<file path="config.mk">
export PLATFORM = sky130hd
export DESIGN_NAME = dynamic_fan_threshold_loop
export DESIGN_NICKNAME = d
export VERILOG_FILES = /design/src/core/zone_threshold_adjust.v /design/src/core/dynamic_fan_threshold_loop.v
export VERILOG_INCLUDE_DIRS = /design/src /design/src/core
export SDC_FILE = /design/constraint.sdc
export NUM_CORES = 1
export LEC_CHECK = 0
export BUFFER_PORTS_ARGS = -buffer_cell sky130_fd_sc_hd__buf_2
export CORE_MARGIN = 10
export CORE_UTILIZATION = 35
export DETAILED_ROUTE_END_ITERATION = 16
export HOLD_SLACK_MARGIN = 0.05
export PLACE_DENSITY = 0.5
export SETUP_SLACK_MARGIN = 0.5
export SLEW_MARGIN = 20
export SYNTH_ARGS = -nofsm -noshare
export SYNTH_HDL_FRONTEND = slang
export SYNTH_HIERARCHICAL = 1
export SYNTH_SLANG_ARGS = --single-unit
</file>
<file path="constraint.sdc">
create_clock -name clock -period 13.1 [get_ports clock]
set_input_delay 1.965 -clock clock [delete_from_list [all_inputs] [get_ports clock]]
set_output_delay 1.965 -clock clock [all_outputs]
set_load 0.05 [all_outputs]
</file>
<file path="src/core/fan_loop_defines.vh">
// Register map, field positions, reset values and limits of the fan threshold loop
`ifndef FAN_LOOP_DEFINES_VH
`define FAN_LOOP_DEFINES_VH
`define ADDR_ZONE1_TARGET  8'h5a
`define ADDR_ZONE2_TARGET  8'h5b
`define ADDR_TARGET_HYST   8'h64
`define ADDR_LOOP_ENABLE   8'h0b
`define ADDR_CYCLE_CODES   8'h0c
`define ADDR_ZONE1_START   8'h70
`define ADDR_ZONE2_START   8'h71
`define ADDR_ZONE1_LOW     8'h72
`define ADDR_ZONE2_LOW     8'h73
`define ADDR_ZONE1_HIGH    8'h74
`define ADDR_ZONE2_HIGH    8'h75
`define ADDR_ZONE1_CRIT    8'h76
`define ADDR_ZONE2_CRIT    8'h77
`define ADDR_ZONE1_SLOPE   8'h78
`define ADDR_ZONE2_SLOPE   8'h79
`define ADDR_LIMIT_STATUS  8'h7a
`define RST_TARGET_TEMP    8'ha4
`define RST_TARGET_HYST    8'h40
`define RST_START_TEMP     8'h5a
`define RST_LOW_LIMIT      8'h40
`define RST_HIGH_LIMIT     8'h96
`define RST_CRIT_LIMIT     8'ha4
`define RST_SLOPE          8'h04
`define HYST_MSB           7
`define HYST_LSB           4
`define CYCLE1_MSB         2
`define CYCLE1_LSB         0
`define CYCLE2_MSB         5
`define CYCLE2_LSB         3
`define START_TEMP_FLOOR   8'h00
`define SHORT_BASE_CYCLES  12'h008
`define TEMP_OFFSET        8'h40
`endif

</file>
<file path="src/core/zone_threshold_adjust.v">
// One zone of the adaptive fan start temperature loop
`timescale 1ns/100ps
`default_nettype none
`include "fan_loop_defines.vh"
module zone_threshold_adjust (
    // Clock and reset
    input  wire        clock,
    input  wire        sys_rst,
    // Timebase
    input  wire        monitorTick,
    // Zone settings
    input  wire        loopEnable,
    input  wire [2:0]  cycleCode,
    input  wire [7:0]  targetTemp,
    input  wire [3:0]  targetHyst,
    input  wire [7:0]  lowLimit,
    input  wire [7:0]  highLimit,
    input  wire [7:0]  zoneTemp,
    input  wire [7:0]  startInit,
    input  wire        startLoad,
    // Adjusted start temperature
    output reg  [7:0]  startTemp_r
);
    reg  [11:0] tickCount_r;
    reg  [7:0]  prevTemp_r;
    reg  [8:0]  cand;
    reg  [8:0]  dec;
    wire [11:0] shortLen = `SHORT_BASE_CYCLES << cycleCode;
    wire        shortDue = monitorTick && (tickCount_r == shortLen - 12'h001 ||
                                           tickCount_r == {shortLen[10:0], 1'b0} - 12'h001);
    wire        longDue  = monitorTick && (tickCount_r == {shortLen[10:0], 1'b0} - 12'h001);
    wire [7:0]  hystPoint = targetTemp - {4'h0, targetHyst};
    wire        rising    = zoneTemp > prevTemp_r;
    wire [7:0]  riseAmt   = zoneTemp - prevTemp_r;

    always @(posedge clock) begin
        if (sys_rst) begin
            tickCount_r <= 12'h000;
            prevTemp_r  <= 8'h00;
        end else if (monitorTick) begin
            // Short every n long every 2n
            tickCount_r <= longDue ? 12'h000 : tickCount_r + 12'h001;
            if (shortDue)
                prevTemp_r <= zoneTemp;
        end
    end

    always @* begin
        cand = {1'b0, startTemp_r};
        dec  = 9'h000;
        // Short cycle lowers start point, twice the rise
        if (shortDue && zoneTemp > hystPoint && rising)
            dec = {riseAmt, 1'b0};
        if (longDue && zoneTemp > targetTemp)
            dec = dec + 9'h001;
        if (dec + {1'b0, `START_TEMP_FLOOR} > cand)
            cand = {1'b0, `START_TEMP_FLOOR};
        else
            cand = cand - dec;
        // Long cycle raise by one degree
        if (longDue && zoneTemp < lowLimit && startTemp_r < highLimit &&
            startTemp_r < targetTemp)
            cand = cand + 9'h001;
        if (cand > {1'b0, highLimit} && cand > {1'b0, startTemp_r})
            cand = {1'b0, startTemp_r};
    end

    always @(posedge clock) begin
        if (sys_rst)
            startTemp_r <= `RST_START_TEMP;
        else if (startLoad)
            startTemp_r <= startInit;
        // Adjust only when enabled idle below start point raise
        else if (loopEnable && zoneTemp >= startTemp_r && (shortDue || longDue))
            startTemp_r <= cand[7:0];
    end
endmodule
`default_nettype wire

</file>
<file path="src/core/dynamic_fan_threshold_loop.v">
// Adaptive fan start temperature controller for two remote zones
//
// The implementer's own choice: the strobed register port.
`timescale 1ns/100ps
`default_nettype none
`include "fan_loop_defines.vh"
// Function
// - One 8-bit target per zone
// - Targets reset to 100 degrees code
// - Target hysteresis in upper nibble, default 4
// - Hot above target-hyst lowers start point
// - Cold below low limit raises start point
// - Below low limit sets status flag
// - Above high limit sets status flag
// - Short cycle every n monitor cycles
// - Long cycle every 2n monitor cycles
// - Cycle multiplier programmable per zone
// - Above critical limit forces full duty
// - Start point is fan switch-on temperature
// - Slope setting sets duty per degree
// - Each zone adjusted independently
// - Cycle code 000 is 8, doubling
// - Loop acts only when zone enabled
// - Clamp start point; idle below it
// - Long cycle above target lowers one
module dynamic_fan_threshold_loop (
    // Clock and reset
    input  wire        clock,
    input  wire        sys_rst,
    // Register port
    input  wire [7:0]  regAddr,
    input  wire [7:0]  regWrData,
    input  wire        regWrite,
    input  wire        regRead,
    output reg  [7:0]  regRdData,
    // Measurement
    input  wire        monitorTick,
    input  wire [7:0]  zone1Temp,
    input  wire [7:0]  zone2Temp,
    // Fan control
    output reg  [7:0]  zone1Duty,
    output reg  [7:0]  zone2Duty,
    output reg         zone1FanOn,
    output reg         zone2FanOn,
    output reg         fullSpeed,
    output wire        limitAlert
);
    reg  [7:0] zone1Target_r, zone2Target_r, targetHyst_r, loopEnable_r, cycleCodes_r;
    reg  [7:0] zone1Low_r, zone2Low_r, zone1High_r, zone2High_r;
    reg  [7:0] zone1Crit_r, zone2Crit_r, zone1Slope_r, zone2Slope_r;
    reg  [3:0] status_r;
    reg  [3:0] statusSet;
    reg  [7:0] readNxt;
    wire [7:0] zone1Start, zone2Start;
    wire       wrStart1 = regWrite && regAddr == `ADDR_ZONE1_START;
    wire       wrStart2 = regWrite && regAddr == `ADDR_ZONE2_START;

    always @(posedge clock) begin
        if (sys_rst) begin
            zone1Target_r <= `RST_TARGET_TEMP;
            zone2Target_r <= `RST_TARGET_TEMP;
            targetHyst_r  <= `RST_TARGET_HYST;
            loopEnable_r  <= 8'h00;
            cycleCodes_r  <= 8'h00;
            zone1Low_r    <= `RST_LOW_LIMIT;
            zone2Low_r    <= `RST_LOW_LIMIT;
            zone1High_r   <= `RST_HIGH_LIMIT;
            zone2High_r   <= `RST_HIGH_LIMIT;
            zone1Crit_r   <= `RST_CRIT_LIMIT;
            zone2Crit_r   <= `RST_CRIT_LIMIT;
            zone1Slope_r  <= `RST_SLOPE;
            zone2Slope_r  <= `RST_SLOPE;
        end else if (regWrite) begin
            if (regAddr == `ADDR_ZONE1_TARGET)
                zone1Target_r <= regWrData;
            else if (regAddr == `ADDR_ZONE2_TARGET)
                zone2Target_r <= regWrData;
            else if (regAddr == `ADDR_TARGET_HYST)
                targetHyst_r <= {regWrData[`HYST_MSB:`HYST_LSB], 4'h0};
            else if (regAddr == `ADDR_LOOP_ENABLE)
                loopEnable_r <= {6'h00, regWrData[1:0]};
            else if (regAddr == `ADDR_CYCLE_CODES)
                cycleCodes_r <= {2'b00, regWrData[5:0]};
            else if (regAddr == `ADDR_ZONE1_LOW)
                zone1Low_r <= regWrData;
            else if (regAddr == `ADDR_ZONE2_LOW)
                zone2Low_r <= regWrData;
            else if (regAddr == `ADDR_ZONE1_HIGH)
                zone1High_r <= regWrData;
            else if (regAddr == `ADDR_ZONE2_HIGH)
                zone2High_r <= regWrData;
            else if (regAddr == `ADDR_ZONE1_CRIT)
                zone1Crit_r <= regWrData;
            else if (regAddr == `ADDR_ZONE2_CRIT)
                zone2Crit_r <= regWrData;
            else if (regAddr == `ADDR_ZONE1_SLOPE)
                zone1Slope_r <= regWrData;
            else if (regAddr == `ADDR_ZONE2_SLOPE)
                zone2Slope_r <= regWrData;
        end
    end

    zone_threshold_adjust zone1Loop (
        .clock       (clock),
        .sys_rst     (sys_rst),
        .monitorTick (monitorTick),
        .loopEnable  (loopEnable_r[0]),
        .cycleCode   (cycleCodes_r[`CYCLE1_MSB:`CYCLE1_LSB]),
        .targetTemp  (zone1Target_r),
        .targetHyst  (targetHyst_r[`HYST_MSB:`HYST_LSB]),
        .lowLimit    (zone1Low_r),
        .highLimit   (zone1High_r),
        .zoneTemp    (zone1Temp),
        .startInit   (regWrData),
        .startLoad   (wrStart1),
        .startTemp_r (zone1Start)
    );

    zone_threshold_adjust zone2Loop (
        .clock       (clock),
        .sys_rst     (sys_rst),
        .monitorTick (monitorTick),
        .loopEnable  (loopEnable_r[1]),
        .cycleCode   (cycleCodes_r[`CYCLE2_MSB:`CYCLE2_LSB]),
        .targetTemp  (zone2Target_r),
        .targetHyst  (targetHyst_r[`HYST_MSB:`HYST_LSB]),
        .lowLimit    (zone2Low_r),
        .highLimit   (zone2High_r),
        .zoneTemp    (zone2Temp),
        .startInit   (regWrData),
        .startLoad   (wrStart2),
        .startTemp_r (zone2Start)
    );

    always @* begin
        statusSet = 4'h0;
        if (monitorTick) begin
            statusSet[0] = zone1Temp < zone1Low_r;
            statusSet[1] = zone2Temp < zone2Low_r;
            statusSet[2] = zone1Temp > zone1High_r;
            statusSet[3] = zone2Temp > zone2High_r;
        end
    end

    // Sticky flags; a new event in the read cycle survives the clear
    always @(posedge clock) begin
        if (sys_rst)
            status_r <= 4'h0;
        else if (regRead && regAddr == `ADDR_LIMIT_STATUS)
            status_r <= statusSet;
        else
            status_r <= status_r | statusSet;
    end

    assign limitAlert = |status_r;

    // Duty above start point follows the slope; start point gates the fan
    function [7:0] dutyCalc;
        input [7:0] temp;
        input [7:0] start;
        input [7:0] slope;
        reg   [15:0] prod;
        begin
            prod = 16'h0000;
            if (temp > start)
                prod = {8'h00, temp - start} * {8'h00, slope};
            dutyCalc = (prod > 16'h00ff) ? 8'hff : prod[7:0];
        end
    endfunction

    always @(posedge clock) begin
        if (sys_rst) begin
            zone1Duty  <= 8'h00;
            zone2Duty  <= 8'h00;
            zone1FanOn <= 1'b0;
            zone2FanOn <= 1'b0;
            fullSpeed  <= 1'b0;
        end else begin
            zone1FanOn <= zone1Temp > zone1Start;
            zone2FanOn <= zone2Temp > zone2Start;
            fullSpeed  <= zone1Temp > zone1Crit_r || zone2Temp > zone2Crit_r;
            if (zone1Temp > zone1Crit_r || zone2Temp > zone2Crit_r) begin
                zone1Duty <= 8'hff;
                zone2Duty <= 8'hff;
            end else begin
                zone1Duty <= dutyCalc(zone1Temp, zone1Start, zone1Slope_r);
                zone2Duty <= dutyCalc(zone2Temp, zone2Start, zone2Slope_r);
            end
        end
    end

    always @* begin
        readNxt = 8'h00;
        if (regAddr == `ADDR_ZONE1_TARGET)
            readNxt = zone1Target_r;
        else if (regAddr == `ADDR_ZONE2_TARGET)
            readNxt = zone2Target_r;
        else if (regAddr == `ADDR_TARGET_HYST)
            readNxt = targetHyst_r;
        else if (regAddr == `ADDR_LOOP_ENABLE)
            readNxt = loopEnable_r;
        else if (regAddr == `ADDR_CYCLE_CODES)
            readNxt = cycleCodes_r;
        else if (regAddr == `ADDR_ZONE1_START)
            readNxt = zone1Start;
        else if (regAddr == `ADDR_ZONE2_START)
            readNxt = zone2Start;
        else if (regAddr == `ADDR_ZONE1_LOW)
            readNxt = zone1Low_r;
        else if (regAddr == `ADDR_ZONE2_LOW)
            readNxt = zone2Low_r;
        else if (regAddr == `ADDR_ZONE1_HIGH)
            readNxt = zone1High_r;
        else if (regAddr == `ADDR_ZONE2_HIGH)
            readNxt = zone2High_r;
        else if (regAddr == `ADDR_ZONE1_CRIT)
            readNxt = zone1Crit_r;
        else if (regAddr == `ADDR_ZONE2_CRIT)
            readNxt = zone2Crit_r;
        else if (regAddr == `ADDR_ZONE1_SLOPE)
            readNxt = zone1Slope_r;
        else if (regAddr == `ADDR_ZONE2_SLOPE)
            readNxt = zone2Slope_r;
        else if (regAddr == `ADDR_LIMIT_STATUS)
            readNxt = {4'h0, status_r};
    end

    // Read data valid only in the cycle after the strobe
    always @(posedge clock) begin
        if (sys_rst)
            regRdData <= 8'h00;
        else if (regRead)
            regRdData <= readNxt;
        else
            regRdData <= 8'h00;
    end
endmodule
`default_nettype wire

</file>
== After elaboration in Yosys (flattened, before gate mapping) ==
Index checks and enable logic that the tools add are counted.
Word-level totals
  register bits: 179
  input bits: 37
  output and inout bits: 28
  word-level logic and storage cells: 207
Operators by class
  add/subtract/negate cells: 18
  $mul: 2
  $lt $le $gt $ge: 28
  eq/ne operators: 22
  shifts and indexed selects: 2
  multiplexer cells: 44
  bitwise logic cells: 14
  reductions and logical operators: 51
Operator list (number)
  $mux W8: 25
  $eq A8 B7 Y1 const B: 14
  $gt A8 B8 Y1: 12
  $mux W16: 6
  $mux W9: 8
  $gt A9 B8 Y1: 6
  $eq A12 B12 Y1: 4
  $lt A8 B8 Y1: 6
  $sub A12 B1 Y12 const B: 4
  $add A9 B1 Y9 const B: 4
  $gt A16 B8 Y1 const B: 2
  $mul A8 B8 Y16: 2
  $sub A8 B8 Y8: 4
  $logic_and A1 B1 Y1: 25
  $add A12 B1 Y12 const B: 2
  $mux W12: 2
  $shl A4 B3 Y12 const A: 2
  $sub A8 B9 Y9: 2
  $eq A8 B4 Y1 const B: 2
  $ge A8 B8 Y1: 2
  $sub A8 B4 Y8: 2
  $reduce_and A14 Y1: 1
  $not A1 Y1: 13
  $reduce_and A13 Y1: 1
  18 further kinds: 30

== Logic depth before layout (Yosys ltp) ==
Gate-level depths: netlist of run 1.
  word-level depth: 19
  gate-level depth with buffers: 38

== Modules after synthesis ==
The synthesis of run 1 kept the hierarchy.
By module, submodules not included
  dynamic_fan_threshold_loop: times used 1, cells each 1429, area an instance 12001.5 um^2
  zone_threshold_adjust (zone1Loop): times used 1, cells each 541, area an instance 4267.8 um^2
  zone_threshold_adjust (zone2Loop): times used 1, cells each 551, area an instance 4244.1 um^2

== Least setup slack after synthesis of run 1 ==
OpenSTA, ideal clock, no wires.
  kind: input-to-reg
  start: input port zone1Temp[0]
  end: register zone1Loop.startTemp_r[4]
  library setup time: 122 ps
  arrival time: 7440 ps
  setup slack: 5538 ps
  stages on the path: 33
  buffers on the path: 2
  path through: inv_1 > ha_1 > inv_1 > fa_1 > a211oi_2 > o21bai_1 > o221a_2 > o21ai_0 > a211oi_1 > nand2b_1 > ha_1 > nor2b_1 > o311a_1 > o21a_1 > a21oi_1 > nand2b_1 > buf_4 > nor2_1 > ha_1 > nand4_1 > nor4_4 > xnor2_1 > nor2_1 > ha_1 > o21ai_0 > nand2b_1 > a21oi_1 > nor3_1 > a31oi_1 > and4_1 > buf_6 > or4_1 > o311a_1
On the way
  word-level cells in the longest chain between the ends: 14
Ends and longest elaborated chain
  from (decl): line dynamic_fan_threshold_loop.v:38  | input wire [7:0] zone1Temp,
  $gt A8 B8 Y1: line zone_threshold_adjust.v:52  | if (shortDue && zoneTemp > hystPoint && rising)
  $logic_and A1 B1 Y1 (2 in a row): line zone_threshold_adjust.v:52
  $mux W9: line zone_threshold_adjust.v:52
  $add A9 B1 Y9: line zone_threshold_adjust.v:55  | dec = dec + 9'h001;
  $mux W9: line zone_threshold_adjust.v:54  | if (longDue && zoneTemp > targetTemp)
  $sub A8 B9 Y9 or $gt A9 B8 Y1 (tied branches): line zone_threshold_adjust.v:59, zone_threshold_adjust.v:56
  $mux W9: line zone_threshold_adjust.v:56  | if (dec + {1'b0, `START_TEMP_FLOOR} > cand)
  $add A9 B1 Y9: line zone_threshold_adjust.v:63  | cand = cand + 9'h001;
  $mux W9: line zone_threshold_adjust.v:61  | if (longDue && zoneTemp < lowLimit && startTemp_r < highLimit &&
  $gt A9 B8 Y1: line zone_threshold_adjust.v:64  | if (cand > {1'b0, highLimit} && cand > {1'b0, startTemp_r})
  $logic_and A1 B1 Y1: line zone_threshold_adjust.v:64
  $ne A2 B2 Y1 (no source line)
  $reduce_and A2 Y1 (no source line)
  to (signal assigned): line zone_threshold_adjust.v:70  | startTemp_r <= `RST_START_TEMP;
  to (signal assigned): line zone_threshold_adjust.v:72  | startTemp_r <= startInit;
  to (signal assigned): line zone_threshold_adjust.v:75  | startTemp_r <= cand[7:0];
  to (decl): line zone_threshold_adjust.v:22  | output reg [7:0] startTemp_r
Parallel ways exist; a longest one is shown, timed or not. The select of a mux whose other input is x is not followed.
A chain may end at the register's enable or synchronous reset.

== Worst setup path after layout of run 1 ==
  start: input port monitorTick
  end: register zone1Loop.startTemp_r[2]
On the way
  word-level cells in the longest chain between the ends: 14
Ends and longest elaborated chain
  from (decl): line dynamic_fan_threshold_loop.v:37  | input wire monitorTick,
  $logic_and A1 B1 Y1: line zone_threshold_adjust.v:29  | wire shortDue = monitorTick && (tickCount_r == shortLen - 12'h001 ||
  $logic_and A1 B1 Y1 (2 in a row): line zone_threshold_adjust.v:52
  $mux W9: line zone_threshold_adjust.v:52
  $add A9 B1 Y9: line zone_threshold_adjust.v:55
  $mux W9: line zone_threshold_adjust.v:54
  $sub A8 B9 Y9 or $gt A9 B8 Y1 (tied branches): line zone_threshold_adjust.v:59, zone_threshold_adjust.v:56
  $mux W9: line zone_threshold_adjust.v:56
  $add A9 B1 Y9: line zone_threshold_adjust.v:63
  $mux W9: line zone_threshold_adjust.v:61
  $gt A9 B8 Y1: line zone_threshold_adjust.v:64
  $logic_and A1 B1 Y1: line zone_threshold_adjust.v:64
  $ne A2 B2 Y1 (no source line)
  $reduce_and A2 Y1 (no source line)
Parallel ways exist; a longest one is shown, timed or not. The select of a mux whose other input is x is not followed.

==> out/summary.txt, run 1 <==
Placement Setup Slack = 4.22 ns
share of cells above drive strength 1 = 7.02%
most common flop cell mapped by yosys = dfxtp_1
FF+latch count, synth = 179
Yosys cell types = 106
post_cts resized = 0
initial antenna violation count = 8
clock transition at the registers of the reported paths = 0.08 ns
Slew @ Worst Pin = 1.21 ns
hold_buf cts = 0
WP data arrival = 8.95 ns
ys async rst share = 0%
final wirelength = 66700 um
Synth area leaders = ha_1, dfxtp_1, fa_1, inv_1, nor2_1
worst path bufs/invs = 1
total number of vias = 18200
sequential power share = 40.4%
final net count = 2927
Post-synth EDFFs = 0
Non-Filler Instances = 3291
Max Cap Viol = 0
Hold Path Class = reg -> reg
P_leak = 9.76 nW
Clk pwr share = 41.4%
DP Cell Count = 3256
max-slew violation count = 0
Area Overhead vs Synth = 7.15%
die area = 68700 um2
cells after synthesis = 2521
drt first pass iters = 5
Post-DP Area = 21300 um2
Routed Antenna Nets = 0
slowest stage delay, CP = 0.70 ns
DR WL/cell = 20.3 um
Worst path slowest cell = a211oi_1
final instance area = 22000 um2
vias in the first global route = 17800
combinational power share = 18.2%
CTS max path bufs = 2
num ports = 65
clk root buf = clkbuf_16
Crit. End Element = register
grt total ovfl = 0
CTS Buf Count = 17
Post-route DRC = 0
Initial DRC Count = 1296
final setup vio count = 0
peak supply drop = 0.0999 mV
Reg2Reg Setup Slack = 4.87 ns
pwr dens = 62.8 nW/um2
outcome = finished clean
routed vias/inst = 5.54
final worst slack = 4.51 ns
setup TNS = 0 ns
post-synthesis net count = 2938
final period utilization = 65.6%
Sw Share = 34.0%
core area = 57900 um2
fmax = 116 MHz
Req. time, crit path = 13.46 ns
H-tree depth = 4
Hold Slack = 0.465 ns
Rows = 88
max_slew headroom = 17.5%
gr usage total = 19.4%
Avg Cell Area, Syn = 8.14 um2
Final Hold Vio Count = 0
hpwl dp = 50600 um
CTS tree = yes
Int Pwr = 0.911 mW
sw power = 0.469 mW
type of element launching the critical path = input pin
clock skew = 0.0157 ns
Clock Latency Late Sink = 0.50 ns
Worst path top cell family by delay = simple AND/OR/NAND/NOR gates
largest net degree at the start of global routing = 80
sequential element share of the synthesized area = 17.5%
Synth top area share = 18.3%
largest area contributor in the netlist = ha_1
total clock sinks = 179
WS Path Type = in -> reg
Total Power Consumption = 1.38 mW
Placer Congestion = 0.970
Die Ht = 262 um
cell with the most instances after synthesis = ha_1
first-pass GRT wire length = 104000 um
synth warn = 6
crit path max fanout = 17
unrepaired setup endpoints after global routing = no
Fill cells = 6052
Post-Route Utilization = 38.0%
Min Clock Period, post-route = 8.59 ns
Synth top cells by count = ha_1, inv_1, nor2_1, dfxtp_1, nand2_1
setup bufs post-CTS = 0
IO buf count = 64
Initial Util = 35.4%
crit-path most repeated cell = ha_1
die width = 262 um
mapped cell area = 20500 um2
metal layers:
| metal | routed length [um] | vias up | GRT usage [%] |
|---|---|---|---|
| met5 | 60 | - | 0 |
| met4 | 1610 | 8 | 5.99 |
| met3 | 3480 | 95 | 3.30 |
| met2 | 30000 | 427 | 30.8 |
| met1 | 31600 | 8797 | 26.5 |
| li1 | - | 8911 | - |
layout by cell type (no fill, tap or decap), types with 12 or more instances in the layout:
cell type	count
and3_1	23
ha_1	300
xor2_1	39
nand4_1	45
clkbuf_16	17
fa_1	80
and2_1	58
a21o_1	35
dfxtp_1	179
nor2_1	243
nor3b_1	18
o211ai_1	18
a211o_1	20
or3_1	12
a211oi_1	24
nor4_1	13
inv_1	279
mux2i_1	80
o21a_1	20
o31a_1	14
a31oi_1	23
nand2b_1	58
nor3_1	67
buf_2	63
xnor2_1	41
nand3_1	68
nor2b_1	54
o22ai_1	14
o21ai_0	84
nand3b_1	12
a21oi_1	122
o31ai_1	14
nand2_1	150
power groups by stage:
| stage | clock (mW) | sequential [mW] | combinational, mW |
|---|---|---|---|
| floorplan | 0 | 0.590 | 0.148 |
| global placement | 0 | 0.570 | 0.249 |
| detailed placement | 0 | 0.570 | 0.250 |
| CTS | 0.585 | 0.558 | 0.252 |
| global route | 0.605 | 0.559 | 0.279 |
| finish | 0.571 | 0.558 | 0.252 |
worst register-to-register path: cells and delay by family (launching register included):
kind / cells / cell delay [ns]
adders and majority gates: 5 / 1.46
DFF: 1 / 0.40
AOI/OAI and AO/OA: 13 / 2.99
and+or+nand+nor: 13 / 2.85
xor gates and xnor gates: 2 / 0.27
buffers and inverters: 1 / 0.11
flip-flops by register name, indices dropped and copies added, names as in the netlist, 8 cells and up:
name and flops:
zone1Low_r 8, zone2Duty 8, zone2Crit_r 8, zone2Loop/prevTemp_r 8, zone2Low_r 8, zone1Loop/prevTemp_r 8, zone2Slope_r 8, zone2Target_r 8
zone2Loop/startTemp_r 8, zone1High_r 8, zone1Slope_r 8, zone1Duty 8, regRdData 8, zone2Loop/tickCount_r 12, zone1Target_r 8, zone1Crit_r 8
zone2High_r 8, zone1Loop/startTemp_r 8, zone1Loop/tickCount_r 12
worst paths after layout:
check,start,endpoint,depth (start not counted)
max,monitorTick,zone1Loop/startTemp_r[2],27
min,zone2Crit_r[6],zone2Crit_r[6],2
max reg2reg,targetHyst_r[5],zone1Loop/startTemp_r[2],34
min reg2reg,zone2Crit_r[6],zone2Crit_r[6],2
area by class of cell:
type	instances	area, um2	share of cell area [%]
Multi-Input combinational cell	1959	15400	69.9
Sequential cell	179	3580	16.3
Inverter	279	1050	4.76
Tap cell	765	957	4.35
Clock buffer	17	425	1.94
Timing Repair Buffer	74	398	1.81
Clock inverter	15	205	0.934
Antenna cell	3	7.51	0.0342
cell families after synthesis:
family          share of synthesized area (%)
buf+inv                                  7.67
mux                                      4.67
compound gates                           17.5
fa+ha+maj                                26.1
simple gates                             23.2
flops                                    17.5
xor+xnor                                 3.42
(Power assumes the default switching activity.)
==> run 2: changes to the inputs <==
PLACE_DENSITY = 0.52   (was 0.5)
clock period = 7.21 ns   (was 13.1 ns; I/O delays follow)
==> out/summary.txt, run 2 (synthesis gave the netlist of run 1 again) <==
outcome = finished clean
WS Path Type = reg -> reg
CTS tree = yes
CTS max path bufs = 2
final wirelength = 68900 um
H-tree depth = 4
first-pass GRT wire length = 106000 um
clk root buf = clkbuf_16
Slew @ Worst Pin = 1.24 ns
Hold Slack = 0.460 ns
Min Clock Period, post-route = 6.69 ns
core area = 57900 um2
Rows = 88
initial antenna violation count = 8
most frequent cells in the layout = ha_1, inv_1, nor2_1
DR WL/cell = 20.2 um
type of element launching the critical path = register
Total Power Consumption = 2.53 mW
Clock Latency Late Sink = 0.50 ns
fmax = 149 MHz
Initial Util = 35.4%
total clock sinks = 179
max-slew violation count = 0
grt total ovfl = 0
pwr dens = 107 nW/um2
total number of vias = 18900
share of cells above drive strength 1 = 15.4%
P_leak = 10.4 nW
final net count = 3041
IO buf count = 64
largest net degree at the start of global routing = 69
commonest non-fill, non-tap cell in the layout = ha_1
hpwl dp = 52200 um
Req. time, crit path = 7.57 ns
clock transition at the registers of the reported paths = 0.08 ns
slowest stage delay, CP = 0.41 ns
Initial DRC Count = 1287
peak supply drop = 0.191 mV
Hold Path Class = reg -> reg
routed vias/inst = 5.55
crit-path most repeated cell = ha_4
Placer Congestion = 0.933
Routed Antenna Nets = 0
largest registers = zone1Loop/tickCount_r x12, zone2Loop/tickCount_r x12
max_slew headroom = 15.4%
crit path max fanout = 7
final setup vio count = 0
num ports = 65
Max Cap Viol = 0
die width = 262 um
Final Hold Vio Count = 0
Area Overhead vs Synth = 15.1%
Crit. End Element = register
CTS Buf Count = 17
clock skew = 0.0115 ns
final instance area = 23600 um2
vias in the first global route = 18400
Die Ht = 262 um
Post-DP Area = 21800 um2
unrepaired setup endpoints after global routing = yes
gr usage total = 19.8%
Post-route DRC = 0
Worst path top cell family by delay = compound AO/OA/AOI/OAI gates
Worst path slowest cell = a221o_2
final period utilization = 92.8%
die area = 68700 um2
worst path bufs/invs = 3
WP data arrival = 7.05 ns
drt first pass iters = 6
setup TNS = 0 ns
run 2: cell count changes in the layout (fill, tap and decap cells not counted), moves of 9 or more:
cell     change
buf_4      +107
ha_1        -17
ha_4        +14
nor2_1       -9
o21ai_0      -9
run 2: final cells by class:
type	instances	area, um2
Antenna cell	2	5.00
Clock buffer	17	425
Clock inverter	15	199
Fill cell	5968	34300
Inverter	279	1050
Multi-Input combinational cell	1959	16100
Sequential cell	179	3590
Tap cell	765	957
Timing Repair Buffer	188	1300
run 2: metal layers:
layer / share of wire (%) / up-vias / global-route usage, %
met3: 5.1 / 98 / 3.34
met5: 0.086 / - / 0
met1: 47 / 9161 / 26.8
li1: - / 9122 / -
met4: 2.0 / 8 / 5.17
met2: 46 / 490 / 31.9
run 2: per-stage QoR:
| stage | instances | setup slack [ns] | utilization (%) |
|---|---|---|---|
| floorplan | 2521 | 0.537 | - |
| global placement | 3321 | -0.172 | 37.7 |
| detailed placement | 3321 | -0.228 | 37.7 |
| CTS | 3377 | 0.476 | 39.7 |
| global route | 3402 | 0.249 | 40.8 |
| finish | 3404 | 0.519 | 40.8 |
run 2: tightest hold or removal path, delay by kind of cell, from the launching register on:
| kind | cells | cell delay, ns |
|---|---|---|
| flops | 1 | 0.31 |
| simple gates | 1 | 0.05 |
| compound gates | 1 | 0.05 |
run 2: final timing paths:
kind                   start                        to  slack [ns]  cells after the start
max          targetHyst_r[4]  zone2Loop/startTemp_r[2]        0.52                     37
min           zone2Crit_r[6]            zone2Crit_r[6]        0.46                      2
max reg2reg  targetHyst_r[4]  zone2Loop/startTemp_r[2]        0.52                     37
min reg2reg   zone2Crit_r[6]            zone2Crit_r[6]        0.46                      2
run 2: what timing repair did:
action,in CTS,in global routing
pin swaps,32,71
buffers inserted,24,25
gates cloned,0,0
setup endpoints to repair,32,32
resized for setup,64,99
hold buffers,0,0
run 2: power breakdown:
group          switching [mW]  internal, mW  leakage (nW)  total (mW)
registers             0.00970          1.00          1.45        1.01
clock network           0.544         0.480         0.302        1.02
logic                   0.329         0.168          8.67       0.496
total                   0.882          1.65          10.4        2.53
